==> config.mk <==
export PLATFORM = sky130hd
export DESIGN_NAME = lsd_control
export DESIGN_NICKNAME = d
export VERILOG_FILES = /design/src/pkg/lsd_pkg.sv /design/src/lsd_control.sv
export SDC_FILE = /design/constraint.sdc
export NUM_CORES = 1
export LEC_CHECK = 0
export BUFFER_PORTS_ARGS = -buffer_cell sky130_fd_sc_hd__buf_2
export CORE_MARGIN = 3
export CORE_UTILIZATION = 60
export CTS_CLUSTER_DIAMETER = 80
export CTS_CLUSTER_SIZE = 16
export DETAILED_ROUTE_END_ITERATION = 6
export PLACE_DENSITY = 0.86
export SLEW_MARGIN = 15
export SYNTH_ARGS = -nofsm -noshare
export SYNTH_HDL_FRONTEND = slang
export SYNTH_SLANG_ARGS = --single-unit
==> constraint.sdc <==
create_clock -name sys_clk -period 7.37 [get_ports sys_clk]
set_clock_uncertainty 0.15 [all_clocks]
set_input_delay 1.474 -clock sys_clk [delete_from_list [all_inputs] [get_ports sys_clk]]
set_output_delay 1.474 -clock sys_clk [all_outputs]
set_load 0.01 [all_outputs]
==> src/pkg/lsd_pkg.sv <==
// constants, register map and carrier types for the segment lcd control block
package lsd_pkg;

   // register word indices; the byte address is four times the index
   localparam logic [9:0] LSD_IDX_CTRL_A = 10'h00E4;
   localparam logic [9:0] LSD_IDX_CTRL_B = 10'h00E5;
   localparam logic [9:0] LSD_IDX_CONTRAST = 10'h00E7;
   localparam logic [9:0] LSD_IDX_ROW0 = 10'h00EC;
   localparam int LSD_ROWS = 4;
   localparam int LSD_SEGS = 25;
   localparam int LSD_COMS = 4;

   // reset values
   localparam logic [7:0] LSD_RST_CTRL_A = 8'h00;
   localparam logic [7:0] LSD_RST_CTRL_B = 8'h00;
   localparam logic [7:0] LSD_RST_CONTRAST = 8'h00;

   // control register a bit positions
   localparam int LSD_A_ENABLE = 7;
   localparam int LSD_A_LOWPOWER = 6;
   localparam int LSD_A_FLAG = 4;
   localparam int LSD_A_IRQEN = 3;
   localparam int LSD_A_BUFDIS = 2;
   localparam int LSD_A_SUPPLYDIS = 1;
   localparam int LSD_A_BLANK = 0;

   // control register b bit positions
   localparam int LSD_B_CLKSEL = 7;
   localparam int LSD_B_HALFBIAS = 6;
   localparam int LSD_B_DUTY_LSB = 4;
   localparam int LSD_B_MASK_LSB = 0;

   // software settings of register a, flag held apart
   typedef struct packed {
      logic driverEnable;
      logic lowPowerWaveformSelect;
      logic frameStartIrqEnable;
      logic levelBufferDisable;
      logic internalSupplyDisable;
      logic displayBlanking;
   } lsd_ctrl_a_t;

   // software settings of register b
   typedef struct packed {
      logic panelClockSelect;
      logic halfBiasSelect;
      logic [1:0] dutySelect;
      logic [2:0] segmentPinMask;
   } lsd_ctrl_b_t;

   // settings taken over at a frame boundary
   typedef struct packed {
      logic displayBlanking;
      logic lowPowerWaveformSelect;
      logic [7:0] contrastSettings;
   } lsd_latch_t;

endpackage

==> src/lsd_control.sv <==
// control, frame sequencing and register slave of the segment lcd driver
//
// How it works
// - capture memory, blanking, waveform, contrast at frame
// - register writes accepted any time, may tear
// - disabled controller releases all lcd pins
// - enable starts; clearing enable stops immediately
// - waveform select takes effect next frame
// - reserved bits read zero, not writable
// - frame flag set with each capture
// - interrupt when flag, enable, global enable
// - flag clears on vector or write one
// - low power waveform captures every second frame
// - buffer disable bypasses level buffers
// - supply disable turns internal generator off
// - blanking grounds all pins after frame
// - clock select: system or asynchronous source
// - bias select: third or half bias, ignored at duty 0
// - duty field selects used commons
// - pin mask selects used segment pins
`timescale 1ns/1ps
module lsd_control
   import lsd_pkg::*;
#(
   parameter int PHASE_TICKS = 16
)
(
   input wire logic sys_clk,
   input wire logic reset,
   input wire logic psel,
   input wire logic penable,
   input wire logic pwrite,
   input wire logic [11:0] paddr,
   input wire logic [31:0] pwdata,
   output logic [31:0] prdata,
   output logic pready,
   output logic pslverr,
   input wire logic globalInterruptEnable,
   input wire logic irqVectorTaken,
   input wire logic timerOscillatorPin,
   input wire logic externalClockPin,
   input wire logic externalClockInputSelect,
   output logic frameIrq,
   output logic [LSD_SEGS-1:0] segmentOutputs,
   output logic [LSD_COMS-1:0] commonOutputs,
   output logic [LSD_SEGS-1:0] segmentPinOwned,
   output logic [LSD_COMS-1:0] commonPinOwned,
   output logic driveGround,
   output logic lowPowerActive,
   output logic halfBiasActive,
   output logic levelBufferBypass,
   output logic internalSupplyOff,
   output logic [7:0] contrastActive,
   output logic asyncClockActive
);

   localparam int TW = $clog2(PHASE_TICKS + 1);

   lsd_ctrl_a_t ctrlA;
   lsd_ctrl_b_t ctrlB;
   lsd_latch_t latched;
   logic frameStartFlag;
   logic [7:0] contrastSettings;
   logic [LSD_SEGS-1:0] displayMemory [LSD_ROWS];
   logic [LSD_SEGS-1:0] activeMemory [LSD_ROWS];
   logic asyncSync1;
   logic asyncSync2;
   logic asyncSync3;
   logic lcdTick;
   logic [TW-1:0] tickCount;
   logic [1:0] commonIndex;
   logic startPending;
   logic frameParity;
   logic frameEnd;
   logic frameBoundary;
   logic capture;
   logic apbAccess;
   logic apbWrite;
   logic [9:0] wordIndex;
   logic writeA;
   logic [31:0] readValue;
   logic mapped;

   // segment pins in use for a pin mask code
   function automatic logic [LSD_SEGS-1:0] segMask(input logic [2:0] code);
      logic [4:0] used;
      used = 5'd0;
      case (code)
         3'd0: used = 5'd13;
         3'd1: used = 5'd15;
         3'd2: used = 5'd17;
         3'd3: used = 5'd19;
         3'd4: used = 5'd21;
         3'd5: used = 5'd23;
         3'd6: used = 5'd24;
         default: used = 5'd25;
      endcase
      return LSD_SEGS'((32'h0000_0001 << used) - 32'h0000_0001);
   endfunction

   // common pins in use for a duty code
   function automatic logic [LSD_COMS-1:0] comMask(input logic [1:0] duty);
      return LSD_COMS'((5'h02 << duty) - 5'h01);
   endfunction

   // bus decode; a request completes on the edge where pready is high
   assign apbAccess = psel && penable && pready;
   assign apbWrite = apbAccess && pwrite;
   assign wordIndex = paddr[11:2];
   assign writeA = apbWrite && (wordIndex == LSD_IDX_CTRL_A);

   // read multiplexer; reserved bits come back as zero
   always_comb
   begin
      readValue = 32'h0000_0000;
      mapped = 1'b1;
      if (wordIndex == LSD_IDX_CTRL_A)
         readValue[7:0] = {ctrlA.driverEnable, ctrlA.lowPowerWaveformSelect, 1'b0, frameStartFlag,
                           ctrlA.frameStartIrqEnable, ctrlA.levelBufferDisable,
                           ctrlA.internalSupplyDisable, ctrlA.displayBlanking};
      else if (wordIndex == LSD_IDX_CTRL_B)
         readValue[7:0] = {ctrlB.panelClockSelect, ctrlB.halfBiasSelect, ctrlB.dutySelect, 1'b0,
                           ctrlB.segmentPinMask};
      else if (wordIndex == LSD_IDX_CONTRAST)
         readValue[7:0] = contrastSettings;
      else if (wordIndex >= LSD_IDX_ROW0 && wordIndex < LSD_IDX_ROW0 + 10'(LSD_ROWS))
         readValue[LSD_SEGS-1:0] = displayMemory[2'(wordIndex - LSD_IDX_ROW0)];
      else
         mapped = 1'b0;
   end

   // one wait state: pready, read data and error rise together
   always_ff @(posedge sys_clk)
   begin
      if (reset)
      begin
         pready <= 1'b0;
         prdata <= 32'h0000_0000;
         pslverr <= 1'b0;
      end
      else
      begin
         pready <= psel && penable && !pready;
         pslverr <= psel && penable && !pready && !mapped;
         if (psel && penable && !pready)
            prdata <= pwrite ? 32'h0000_0000 : readValue;
      end
   end

   // control register a settings, writable at any time
   always_ff @(posedge sys_clk)
   begin
      if (reset)
      begin
         ctrlA <= lsd_ctrl_a_t'(6'h00);
         startPending <= 1'b0;
      end
      else
      begin
         if (writeA)
         begin
            ctrlA.driverEnable <= pwdata[LSD_A_ENABLE];
            ctrlA.lowPowerWaveformSelect <= pwdata[LSD_A_LOWPOWER];
            ctrlA.frameStartIrqEnable <= pwdata[LSD_A_IRQEN];
            ctrlA.levelBufferDisable <= pwdata[LSD_A_BUFDIS];
            ctrlA.internalSupplyDisable <= pwdata[LSD_A_SUPPLYDIS];
            ctrlA.displayBlanking <= pwdata[LSD_A_BLANK];
         end
         // a fresh enable opens the first frame at once
         if (writeA && pwdata[LSD_A_ENABLE] && !ctrlA.driverEnable)
            startPending <= 1'b1;
         else if (frameBoundary || !ctrlA.driverEnable)
            startPending <= 1'b0;
      end
   end

   // control register b and contrast settings
   always_ff @(posedge sys_clk)
   begin
      if (reset)
      begin
         ctrlB <= lsd_ctrl_b_t'(7'h00);
         contrastSettings <= LSD_RST_CONTRAST;
      end
      else if (apbWrite)
      begin
         if (wordIndex == LSD_IDX_CTRL_B)
            ctrlB <= {pwdata[LSD_B_CLKSEL], pwdata[LSD_B_HALFBIAS], pwdata[LSD_B_DUTY_LSB +: 2],
                      pwdata[LSD_B_MASK_LSB +: 3]};
         if (wordIndex == LSD_IDX_CONTRAST)
            contrastSettings <= pwdata[7:0];
      end
   end

   // display memory written by software, one row per common
   always_ff @(posedge sys_clk)
   begin
      if (reset)
      begin
         for (int r = 0; r < LSD_ROWS; r++)
            displayMemory[r] <= '0;
      end
      else if (apbWrite && wordIndex >= LSD_IDX_ROW0 && wordIndex < LSD_IDX_ROW0 + 10'(LSD_ROWS))
         displayMemory[2'(wordIndex - LSD_IDX_ROW0)] <= pwdata[LSD_SEGS-1:0];
   end

   // asynchronous lcd clock source brought in through a synchroniser
   always_ff @(posedge sys_clk)
   begin
      if (reset)
      begin
         asyncSync1 <= 1'b0;
         asyncSync2 <= 1'b0;
         asyncSync3 <= 1'b0;
      end
      else
      begin
         asyncSync1 <= externalClockInputSelect ? externalClockPin : timerOscillatorPin;
         asyncSync2 <= asyncSync1;
         asyncSync3 <= asyncSync2;
      end
   end

   // lcd tick: every system clock, or each synchronised source rise
   assign lcdTick = ctrlB.panelClockSelect ? (asyncSync2 && !asyncSync3) : 1'b1;

   // frame ends after the last used common phase
   assign frameEnd = lcdTick && (tickCount == TW'(PHASE_TICKS - 1)) && (commonIndex >= ctrlB.dutySelect);
   assign frameBoundary = ctrlA.driverEnable && (startPending || frameEnd);
   // low power waveform only captures on even frames
   assign capture = frameBoundary && (!latched.lowPowerWaveformSelect || !frameParity);

   // phase and common sequencing, stopped and cleared when disabled
   always_ff @(posedge sys_clk)
   begin
      if (reset || !ctrlA.driverEnable)
      begin
         tickCount <= '0;
         commonIndex <= 2'd0;
         frameParity <= 1'b0;
      end
      else if (startPending)
      begin
         tickCount <= '0;
         commonIndex <= 2'd0;
         frameParity <= 1'b1;
      end
      else if (lcdTick)
      begin
         if (tickCount == TW'(PHASE_TICKS - 1))
         begin
            tickCount <= '0;
            commonIndex <= frameEnd ? 2'd0 : commonIndex + 2'd1;
            if (frameEnd)
               frameParity <= !frameParity;
         end
         else
            tickCount <= tickCount + TW'(1);
      end
   end

   // frame boundary capture of memory and latched settings
   always_ff @(posedge sys_clk)
   begin
      if (reset)
      begin
         latched <= lsd_latch_t'(10'h000);
         for (int r = 0; r < LSD_ROWS; r++)
            activeMemory[r] <= '0;
      end
      else if (capture)
      begin
         latched.displayBlanking <= ctrlA.displayBlanking;
         latched.lowPowerWaveformSelect <= ctrlA.lowPowerWaveformSelect;
         latched.contrastSettings <= contrastSettings;
         for (int r = 0; r < LSD_ROWS; r++)
            activeMemory[r] <= displayMemory[r];
      end
   end

   // start of frame flag; a capture wins over a clear in the same cycle
   always_ff @(posedge sys_clk)
   begin
      if (reset)
         frameStartFlag <= 1'b0;
      else if (capture)
         frameStartFlag <= 1'b1;
      else if (irqVectorTaken || (writeA && pwdata[LSD_A_FLAG]))
         frameStartFlag <= 1'b0;
   end

   // interrupt request
   always_ff @(posedge sys_clk)
   begin
      if (reset)
         frameIrq <= 1'b0;
      else
         frameIrq <= frameStartFlag && ctrlA.frameStartIrqEnable && globalInterruptEnable;
   end

   // pin ownership; everything returns to port use when disabled
   always_ff @(posedge sys_clk)
   begin
      if (reset || !ctrlA.driverEnable)
      begin
         segmentPinOwned <= '0;
         commonPinOwned <= '0;
      end
      else
      begin
         segmentPinOwned <= segMask(ctrlB.segmentPinMask);
         commonPinOwned <= comMask(ctrlB.dutySelect);
      end
   end

   // segment and common drive; blanking grounds every pin
   always_ff @(posedge sys_clk)
   begin
      if (reset || !ctrlA.driverEnable || latched.displayBlanking)
      begin
         segmentOutputs <= '0;
         commonOutputs <= '0;
      end
      else
      begin
         segmentOutputs <= activeMemory[commonIndex] & segMask(ctrlB.segmentPinMask);
         commonOutputs <= LSD_COMS'(4'h1 << commonIndex) & comMask(ctrlB.dutySelect);
      end
   end

   // analog control levels
   always_ff @(posedge sys_clk)
   begin
      if (reset)
      begin
         driveGround <= 1'b0;
         lowPowerActive <= 1'b0;
         halfBiasActive <= 1'b0;
         levelBufferBypass <= 1'b0;
         internalSupplyOff <= 1'b0;
         contrastActive <= LSD_RST_CONTRAST;
         asyncClockActive <= 1'b0;
      end
      else
      begin
         driveGround <= ctrlA.driverEnable && latched.displayBlanking;
         lowPowerActive <= latched.lowPowerWaveformSelect;
         halfBiasActive <= ctrlB.halfBiasSelect && (ctrlB.dutySelect != 2'd0);
         levelBufferBypass <= ctrlA.levelBufferDisable;
         internalSupplyOff <= ctrlA.internalSupplyDisable;
         contrastActive <= latched.contrastSettings;
         asyncClockActive <= ctrlB.panelClockSelect;
      end
   end
endmodule

# Word-level counts from Yosys, hierarchy flattened
# Memories as Yosys holds them, arrays and structs flattened. A register that Yosys moved wholly into a read port is not among the register bits.
# Cells that the tools add are included.
[totals]
reg_bits = 151
ram_bits = 200
in_bits = 54
output_inout_bits = 107
memories = 2
[memory_table]
columns = ["memory", "words", "word_bits", "read_ports", "rd_ports_with_merged_regs", "write_ports", "line", "text"]
rows = [
  ["activeMemory", 4, 25, 1, 1, 4, "lsd_control.sv:65", "logic [LSD_SEGS-1:0] activeMemory [LSD_ROWS];"],
  ["displayMemory", 4, 25, 5, 0, 4, "lsd_control.sv:64", "logic [LSD_SEGS-1:0] displayMemory [LSD_ROWS];"],
]
[op_classes]
add_sub_neg = 6
n_lt_le_gt_ge = 3
eq_ne = 10
shifts = 4
muxes = 44
bitwise_logic = 6
n_reduce_logical = 46
[ops]
columns = ["op", "count"]
rows = [
  ["$mux 25", 7],
  ["$mux 17", 3],
  ["$shl 1x5->25 const A", 2],
  ["$sub 25x1->25 const B", 2],
  ["$pmux 5 s7", 1],
  ["$eq 10x8->1 const B", 3],
  ["$and 25x25->25", 1],
  ["$reduce_or 25->1", 1],
  ["$mux 8", 3],
  ["$mux 1", 23],
  ["$logic_and 1x1->1", 21],
  ["$mux 5", 3],
  ["$reduce_bool 2->1", 6],
  ["$ge 10x8->1 const B", 1],
  ["$lt 10x8->1 const B", 1],
  ["$eq 3x3->1 const B", 3],
  ["$mux 2", 4],
  ["$eq 3x2->1 const B", 2],
  ["$logic_not 1->1", 6],
  ["$logic_or 1x1->1", 6],
  ["$reduce_and 2->1", 3],
  ["$add 5x1->5 const B", 1],
  ["$eq 5x4->1 const B", 1],
  ["$and 4x4->4", 1],
  ["11 further kinds", 14],
]

# Depth between registers and ports, before layout
# Gate-level depths: netlist of the first run.
[depth]
ltp_word = 12
depth_mapped = 14
mapped_depth_nobuf = 11

# Worst setup path before layout of the first run
# OpenSTA, ideal clock, no wires.
[synth_timing]
path_type = "in2reg"
startpoint = "input port paddr[11]"
endpoint = "memory displayMemory[1][0], enable pin"
arrival_ns = 3.488
setup_slack_ns = 3.319
stages = 4
path_buffers = 0
cell_sequence = "or3b_4 -> nor3_4 -> nand2_1 -> o21bai_1"
[synth_rtl]
columns = ["element", "line", "text"]
rows = [
  ["start, declared", "lsd_control.sv:33", "input wire logic [11:0] paddr,"],
  ["end, declared", "lsd_control.sv:64", ""],
]

# Worst setup path after layout of the first run
[layout_timing]
startpoint = "register ctrlB[1] in the netlist's numbering"
endpoint = "register segmentOutputs[22]"
[layout_via]
elab_chain_cells = 6
word_cells_on_any_way = 12
cone_classes = "1 x add/sub; 6 x eq/ne; 1 x shift; 2 x mux; 1 x bitwise; 1 x reduce/logical"
[layout_rtl]
columns = ["element", "line", "text"]
rows = [
  ["start, declared", "lsd_control.sv:60", "lsd_ctrl_b_t ctrlB;"],
  ["start signal, assigned", "lsd_control.sv:182", "ctrlB <= lsd_ctrl_b_t'(7'h00);"],
  ["start signal, assigned", "lsd_control.sv:188", "ctrlB <= {pwdata[LSD_B_CLKSEL], pwdata[LSD_B_HALFBIAS], pwdata[LSD_B_DUTY_LSB +: 2],"],
  ["$eq 3x3->1, or another cell as far along", "lsd_control.sv:88", "case (code)"],
  ["$pmux 5 s7 *", "lsd_control.sv:88", ""],
  ["$mux 5 *", "lsd_control.sv:319", "if (reset || !ctrlA.driverEnable || latched.displayBlanking)"],
  ["$shl 1x5->25 *", "lsd_control.sv:98", "return LSD_SEGS'((32'h0000_0001 << used) - 32'h0000_0001);"],
  ["$sub 25x1->25 *", "lsd_control.sv:98", ""],
  ["$and 25x25->25 *", "lsd_control.sv:326", "segmentOutputs <= activeMemory[commonIndex] & segMask(ctrlB.segmentPinMask);"],
  ["end signal, assigned", "lsd_control.sv:326", ""],
  ["end, declared", "lsd_control.sv:44", "output logic [LSD_SEGS-1:0] segmentOutputs,"],
]
# Mark *: on every way between the ends. The rest lies on a longest branch, timed or not. The select of a mux whose other input is x is not followed.
# A chain may end at the register's enable or synchronous reset.

==> results of run 1 <==
critical path: stages (launching register included):
cell	delay, ns
dfxtp_1	0.62
inv_1	0.17
ha_1	0.53
and2_1	0.41
nand2_1	0.14
ha_1	0.25
clkinv_1	0.30
a221oi_4	0.41
nand2_2	0.12
or3_1	0.40
a21oi_1	0.20
worst paths after layout:
kind | start | endpoint | slack, ns
worst max-delay path | ctrlB[1] | segmentOutputs[22] | 3.59
worst min-delay path | tickCount[4] | tickCount[4] | 0.29
worst max register to register | ctrlB[1] | segmentOutputs[22] | 3.59
worst min register to register | tickCount[4] | tickCount[4] | 0.29
cell usage in the layout, fill, tap and decap left out, types with 17 or more instances in the layout:
| cell type | count |
|---|---|
| a21oi_1 | 18 |
| a22oi_1 | 27 |
| and2_1 | 208 |
| buf_2 | 144 |
| clkbuf_1 | 17 |
| clkbuf_16 | 25 |
| dfxtp_1 | 144 |
| edfxtp_1 | 200 |
| mux2i_1 | 32 |
| mux4_2 | 45 |
| nand2_1 | 48 |
| nor2_1 | 87 |
| nor2b_1 | 28 |
metal layers:
metal | routed length [µm] | global-route usage (%)
met2 | 15600 | 41.4
met4 | 759 | 7.34
met3 | 2330 | 3.53
met1 | 11700 | 29.9
met5 | 0 | 0
final cells by class:
class                      instances  area share (%)
clock buffer                      42            4.32
multi-input combinational        670            31.9
sequential                       345            55.8
clock inverter                     2           0.110
inverter                          13           0.306
tap                              313            2.45
antenna                            1          0.0157
timing repair buffer             154            5.03
registers in the layout (all words and copies together), names as in the netlist, 5 cells and up, named ones only:
register and cells:
activeMemory 100, displayMemory 100, prdata 25, segmentOutputs 25
segmentPinOwned 24, latched 10, contrastActive 8, contrastSettings 8
ctrlB 7, ctrlA 6, tickCount 5
where the power goes:
part	internal (W)	switching, W
Sequential	0.00207	0.0000137
Combinational	0.0000412	0.0000779
Clock	0.000639	0.000626
logic make-up (layout without fill, tap and decap cells):
kind of cell,count (synthesis),in the layout,synth area share [%]
AND/OR/NAND/NOR,453,453,18.1
flip-flops,345,345,62.2
AO/OA/AOI/OAI,97,97,4.85
multiplexers,91,91,10.4
buffers and inverters,88,211,2.67
adder cells (fa/ha/maj),14,14,1.22
XOR/XNOR,8,8,0.489
other,1,8,0.0262
through the flow:
step           power, W  cell area [µm²]  instances
2_1_floorplan   0.00219            14300       1103
3_3_place_gp    0.00224            15200       1494
5_1_grt         0.00357            16000       1539
3_5_place_dp    0.00224            15200       1494
6_report        0.00346            16000       1540
4_1_cts         0.00347            15900       1538
==> results.yml, run 1 <==
finish:
  synthToLayoutAreaGrowth_pct: 11.4
  ff_latch_area_um2: 8910
  multi_input_area_um2: 5090
  final_nets: 1277
  drive_gt1_share_pct: 21.6
  fillers: 1548
  final_util_pct: 69.2
global_routing:
  grt_antenna_before_repair: 1
  grt_max_degree: 102
  grt-ovfl-total: 0
  grt_pass1_vias: 8864
  grt_pass1_wl_um: 48000
  grtUsageTotal_pct: 23.4
placed_design:
  dp_slack_ns: 3.22
  place_congestion: 0.898
  portBuffers: 144
  dp_hpwl_um: 19600
setup_path:
  critical_path_class: "reg -> reg"
  startpoint_type: "flip-flop"
  path_max_fanout: 16
  critPathRequiredTime_ns: 7.68
  arrival_ns: 4.09
  cp-end-kind: "flip-flop"
  worst-r2r-cell-count: 10
sta:
  fin_setup_tns_ns: 0
  layout_setup_ws_ns: 3.59
  relSlewSlack_pct: 22.5
  finalSetupViolCount: 0
  hold_viol_final: 0
  slew_violations: 0
  clock.fmax_mhz: 265
  rsz0062_at_grt: "false"
  holdWs_ns: 0.291
  min_period_ns: 3.78
  finalCritPeriodShare_pct: 51.3
  tightest_slew_ns: 1.16
yosys:
  ys_top_cells_by_area: "edfxtp_1 42%, dfxtp_1 20%, and2_1 9.1%"
  async_reset_ff_share_pct: 0
  synthesis.area_um2: 14300
  syn_avg_cell_area_um2: 13.1
  synth_most_common_cell: "and2_1"
  ys_ff_latch: 345
  synth_edf_count: 200
  ys_top_cells_by_count: "208 x and2_1, 200 x edfxtp_1, 145 x dfxtp_1, 88 x nor2_1, 50 x clkbuf_1"
  yosys.area.top_type: "edfxtp_1"
  synth_top_area_share_pct: 42.0
  synth_cell_types: 72
  yosys_warnings: 0
  ys_seq_area_share_pct: 62.2
  synth_ff_type: "edfxtp_1"
  synthCells: 1097
clock_network:
  tritoncts: "built"
  numClockSinks: 345
  clk_pin_slew_worst_paths_ns: 0.07
  clk_latency_ns: 0.54
  cts_resized: 0
  postCtsSetupBuffers: 0
  cts_hold_buffers: 0
  clk_path_buf_depth: 3
  cts-htree-levels: 1
  cts_inserted_buffers: 25
  root_buffer: "clkbuf_16"
outcome:
  status: "finished, final reports clean"
floorplanning:
  initial_utilization_pct: 62.1
  die_y_um: 160
  die-area_um2: 25800
  die_width_um: 160
  core-area_um2: 23100
  row_count: 55
  num_io_pins: 161
routing:
  antenna_left: 0
  wire_per_inst_um: 19.7
  drt_iter0_drc: 796
  drt-vias-per-instance: 5.63
  drt_wl_total_um: 30300
  via_count: 8673
  route.detailed.drc: 0
  firstDrtPassIters: 5
flow_run:
  maxCapViolCount: 0
pwr:
  p_leak_nw: 6.35
  power_density_nw_per_um2: 217
  ir_drop_mv: 0.149
min_path:
  hp-class: "reg -> reg"
  hold_path_depth: 2
Power figures use the tool's default switching activity.
==> run 2: changes to the inputs <==
Settings changed: CORE_UTILIZATION 60 to 58, PLACE_DENSITY 0.86 to 0.84.
Clock period 7.37 ns to 3.6 ns, I/O delays scaled along.
==> run 2 against run 1 <==
Effect of this change:
- combinational power rose by 120%
- first-iteration DRC count up 3.3%
- wire length up 2.9%
- highest routed layer unchanged
==> results.yml, run 2 (synthesized netlist as in run 1, its figures left out) <==
min_path:
  min_from: "globalInterruptEnable"
  hold_path_depth: 3
  hp-class: "in -> reg"
  min_to: "frameIrq"
setup_path:
  path_max_fanout: 13
  worstReg2RegEnd: "segmentPinOwned[22]"
  r2r-start: "ctrlB[2]"
  r2r_setup_slack_ns: 0.42
  cp-end-kind: "flip-flop"
  critPathRequiredTime_ns: 3.91
  worst-r2r-cell-count: 10
  arrival_ns: 3.49
  critical_path_class: "reg -> reg"
  startpoint_type: "flip-flop"
routing:
  drt_iter0_drc: 822
  firstDrtPassIters: 5
  wire_per_inst_um: 19.9
  drt_wl_total_um: 31200
  drt-vias-per-instance: 5.68
  route.detailed.drc: 0
  via_count: 8904
  antenna_left: 0
global_routing:
  grt-ovfl-total: 0
  grt_pass1_vias: 8826
  grt_antenna_before_repair: 1
  grt_pass1_wl_um: 48100
  grt_max_degree: 77
  grtUsageTotal_pct: 23.4
clock_network:
  cts_hold_buffers: 0
  root_buffer: "clkbuf_16"
  clk_pin_slew_worst_paths_ns: 0.08
  postCtsSetupBuffers: 0
  numClockSinks: 345
  cts-htree-levels: 1
  cts_resized: 0
  tritoncts: "built"
  clk_latency_ns: 0.53
  clk_path_buf_depth: 3
  cts_inserted_buffers: 25
sta:
  slew_violations: 0
  finalCritPeriodShare_pct: 88.3
  hold_viol_final: 0
  min_period_ns: 3.18
  relSlewSlack_pct: 44.7
  finalSetupViolCount: 0
  rsz0062_at_grt: "false"
  clock.fmax_mhz: 314
  tightest_slew_ns: 0.830
  fin_setup_tns_ns: 0
pwr:
  internal_power_w: 0.00562
  ir_drop_mv: 0.413
  p_clk_share_pct: 36.2
  switchingPower_w: 0.00146
  p_leak_nw: 6.46
  p_comb_share_pct: 3.6
  power_density_nw_per_um2: 440
  p_seq_share_pct: 60.2
  swShare_pct: 20.6
floorplanning:
  initial_utilization_pct: 59.9
  die_width_um: 163
  num_io_pins: 161
  die-area_um2: 26600
  core-area_um2: 23900
  die_y_um: 163
  row_count: 56
finish:
  final_nets: 1300
  drive_gt1_share_pct: 22.9
  final_util_pct: 67.4
  synthToLayoutAreaGrowth_pct: 12.5
  mostFrequentLayoutCells: "208 x and2_1, 200 x edfxtp_1, 144 x dfxtp_1, 144 x buf_2, 88 x nor2_1"
  reg.largest.list: "activeMemory (100), displayMemory (100)"
  final_common_cell: "and2_1"
placed_design:
  dp_hpwl_um: 20700
  portBuffers: 144
  place_congestion: 0.884
outcome:
  status: "finished, final reports clean"
flow_run:
  maxCapViolCount: 0
## run 2: cell types whose count changed in the layout (fill, tap and decap cells not counted), moves of 2 or more
| cell | before | now |
|---|---|---|
| buf_12 | 0 | 2 |
| o21bai_4 | 2 | 0 |
| o21bai_2 | 0 | 2 |
| buf_4 | 8 | 31 |
| buf_6 | 2 | 0 |
## run 2: worst max path at each step
stage | startpoint | slack [ns] | end
2_1_floorplan | tickCount[0] | 0.27 | activeMemory[0][0]
3_3_place_gp | ctrlB[1] | 0.54 | segmentPinOwned[22]
3_5_place_dp | ctrlB[1] | 0.48 | segmentPinOwned[22]
4_1_cts | ctrlB[1] | 0.44 | segmentPinOwned[22]
5_1_grt | ctrlB[1] | 0.13 | segmentOutputs[22]
6_report | ctrlB[2] | 0.42 | segmentPinOwned[22]
## run 2: stage by stage
step / hold slack, ns / instance area (µm²) / total power [W] / cells / worst slack [ns]
floorplan: 0.261 / 14300 / 0.00449 / 1103 / 0.270
global placement: 0.271 / 15400 / 0.00459 / 1524 / 0.544
detailed placement: 0.270 / 15400 / 0.00460 / 1524 / 0.484
CTS: 0.257 / 16100 / 0.00711 / 1566 / 0.439
global route: 0.278 / 16100 / 0.00728 / 1567 / 0.134
finish: 0.273 / 16100 / 0.00708 / 1567 / 0.420
## run 2: cell type report
type	instances	area [µm²]
Antenna cell	1	2.50
Clock buffer	41	686
Clock inverter	1	8.76
Fill cell	1681	7790
Inverter	13	48.8
Multi-Input combinational cell	670	5060
Sequential cell	345	8910
Tap cell	319	399
Timing Repair Buffer	177	993
## run 2: layer usage
metal | global-route usage [%] | wire, µm | share of wire (%) | vias up
li1 | - | - | - | 4150
met1 | 29.8 | 12000 | 39 | 4286
met2 | 40.9 | 15700 | 50 | 388
met3 | 3.53 | 2330 | 7.5 | 80
met4 | 8.38 | 1130 | 3.6 | 0
met5 | 0 | 0 | 0 | -
## run 2: worst max-delay path, stage by stage, from the launching register on
cell	delay, ns
dfxtp_1	0.63
inv_1	0.16
ha_1	0.32
and2_1	0.31
nand2_1	0.14
ha_1	0.24
clkinv_1	0.15
a221oi_4	0.34
nand2_2	0.12
or3_1	0.40
a21oi_1	0.14
## run 2: power groups by stage
| stage | sequential [W] | clock, W | combinational [W] |
|---|---|---|---|
| after floorplan | 0.00434 | 0 | 0.000149 |
| after global placement | 0.00434 | 0 | 0.000251 |
| after detailed placement | 0.00435 | 0 | 0.000255 |
| after CTS | 0.00426 | 0.00259 | 0.000258 |
| after global routing | 0.00427 | 0.00274 | 0.000272 |
| final | 0.00426 | 0.00256 | 0.000258 |
==> run 3: changes to the inputs <==
Settings changed: ABC_AREA set to 1, BUFFER_PORTS_ARGS -buffer_cell sky130_fd_sc_hd__buf_2 to unset, CORE_UTILIZATION 58 to 54, DONT_BUFFER_PORTS set to 1, PLACE_DENSITY 0.84 to 0.74.
==> run 3 against run 2 <==
Effect of this change:
- hold slack worse by 0.17 ns
- via count is 10% higher
- clock power is 2% higher
- setup slack better by 0.16 ns
- global-route usage is 1.3 points lower
- die area is 8.0% higher
- count of clock-buffer cells in the layout stayed put
- first-iteration DRC count is 7.7% lower
- critical endpoint is now segmentPinOwned[18]
==> results.yml, run 3 <==
setup_path:
  critPathRequiredTime_ns: 3.85
  path_cells: "inv_1 > ha_1 > nor2_4 > inv_4 > nand2_1 > inv_1 > nor2_1 > nand2_1 > ha_1 > nand2_2 > nor2_2 > nand2_1 > nor2_4 > nand2_1 > nand2_1 > nand2_1 > nor2_1"
  crit_path_frequent_cell: "nand2_1"
  path_max_fanout: 7
  path_buf_inv: 3
  slowest_stage: "dfxtp_1"
  critPathTopFamily: "simple AND/OR/NAND/NOR gates"
  arrival_ns: 3.27
  startpoint_type: "flip-flop"
  cp_slowest_stage_delay_ns: 0.51
  critical_path_class: "reg -> reg"
  cp-end-kind: "flip-flop"
yosys:
  synthesis.area_um2: 14400
  yosys.area.top_type: "edfxtp_1"
  synth_edf_count: 200
  synth_most_common_cell: "nor2_1"
  syn_avg_cell_area_um2: 9.72
  async_reset_ff_share_pct: 0
  ys_top_cells_by_area: "edfxtp_1 42%, dfxtp_1 20%, nor2_1 5.9%"
  yosys_warnings: 0
  synthCells: 1486
  synth_top_area_share_pct: 41.6
  ys_top_cells_by_count: "228 x nor2_1, 209 x inv_1, 200 x edfxtp_1, 169 x nand2_1, 145 x dfxtp_1"
  ys_ff_latch: 345
  synth_cell_types: 47
  synth_ff_type: "edfxtp_1"
  ys_seq_area_share_pct: 61.7
clock_network:
  root_buffer: "clkbuf_16"
  postCtsSetupBuffers: 0
  cts_resized: 0
  clk_latency_ns: 0.54
  cts_hold_buffers: 0
  cts-htree-levels: 1
  clk_path_buf_depth: 3
  clk_pin_slew_worst_paths_ns: 0.07
  numClockSinks: 345
  tritoncts: "built"
  cts_inserted_buffers: 25
sta:
  relSlewSlack_pct: 34.7
  finalSetupViolCount: 0
  finalCritPeriodShare_pct: 83.8
  layout_setup_ws_ns: 0.583
  hold_viol_final: 0
  fin_setup_tns_ns: 0
  clock.fmax_mhz: 331
  rsz0062_at_grt: "false"
  holdWs_ns: 0.0999
  tightest_slew_ns: 0.977
  slew_violations: 0
  min_period_ns: 3.02
floorplanning:
  core-area_um2: 26200
  die_width_um: 170
  die-area_um2: 28700
  die_y_um: 170
  initial_utilization_pct: 55.1
  num_io_pins: 161
  row_count: 59
routing:
  drt_iter0_drc: 759
  wl_met1_um: 13500
  wire_per_inst_um: 17.7
  route.met2.wl_um: 15500
  highest_layer: "met4"
  antenna_left: 0
  wl_met3_um: 2220
  via_count: 9802
  route.detailed.drc: 0
  drt-vias-per-instance: 5.38
  firstDrtPassIters: 6
  drt_wl_total_um: 32300
finish:
  final_nets: 1540
  mostFrequentLayoutCells: "227 x nor2_1, 209 x inv_1, 200 x edfxtp_1"
  drive_gt1_share_pct: 12.7
  final_util_pct: 59.0
  final_common_cell: "nor2_1"
  diodes: 0
  reg.largest.list: "activeMemory (100), displayMemory (100)"
  synthToLayoutAreaGrowth_pct: 7.03
placed_design:
  dp_slack_ns: 0.608
  dp_hpwl_um: 22300
  place_congestion: 0.901
  portBuffers: 0
pwr:
  power_w: 0.00706
  power_density_nw_per_um2: 457
  ir_drop_mv: 0.338
  p_leak_nw: 5.98
flow_run:
  maxCapViolCount: 0
min_path:
  hp-class: "in -> reg"
outcome:
  status: "finished, final reports clean"
global_routing:
  grt_pass1_vias: 9387
  grt-ovfl-total: 0
  grtUsageTotal_pct: 22.1
  grt_max_degree: 47
  grt_pass1_wl_um: 50000
  grt_antenna_before_repair: 0
-- run 3: layout make-up --
type / instances / area [µm²]
clock buffers: 41 / 686
repair buffers: 28 / 273
flip-flops and latches: 345 / 8910
well taps: 335 / 419
multi-input cells: 849 / 4310
fillers: 2169 / 10700
clock inverters: 2 / 17.5
inverters: 223 / 840
-- run 3: stage by stage --
step | cell area [µm²] | std cells
6_report | 15500 | 1823
5_1_grt | 15500 | 1823
4_1_cts | 15500 | 1823
3_5_place_dp | 14800 | 1780
3_3_place_gp | 14800 | 1780
2_1_floorplan | 14500 | 1492
-- run 3: cell families (layout without fill, tap and decap cells) --
kind of cell	after synthesis	count (layout)	synth area share, %
buffers and inverters	298	294	8.76
DFF	345	345	61.7
and+or+nand+nor	557	557	17.5
adders and majority gates	14	14	1.21
xor gates and xnor gates	2	2	0.121
other	1	7	0.0260
AOI/OAI and AO/OA	269	269	10.7
-- run 3: layer usage --
layer	track usage (%)	up-vias
met1	29.1	4543
met4	7.29	0
met5	0	-
met3	3.40	76
met2	37.7	371
li1	-	4812
-- run 3: worst paths after layout --
check | slack, ns | cells past startpoint | to | start
min | 0.1 | 1 | asyncClockActive | reset
min reg2reg | 0.26 | 2 | asyncSync2 | asyncSync1
max | 0.58 | 17 | segmentPinOwned[18] | ctrlB[2]
max reg2reg | 0.58 | 17 | segmentPinOwned[18] | ctrlB[2]
-- run 3: power breakdown --
| part | leakage (nW) | switching [W] | internal (W) |
|---|---|---|---|
| logic | 2.41 | 0.000168 | 0.0000466 |
| clock network | 0.336 | 0.00129 | 0.00130 |
| registers | 3.24 | 0.0000215 | 0.00423 |
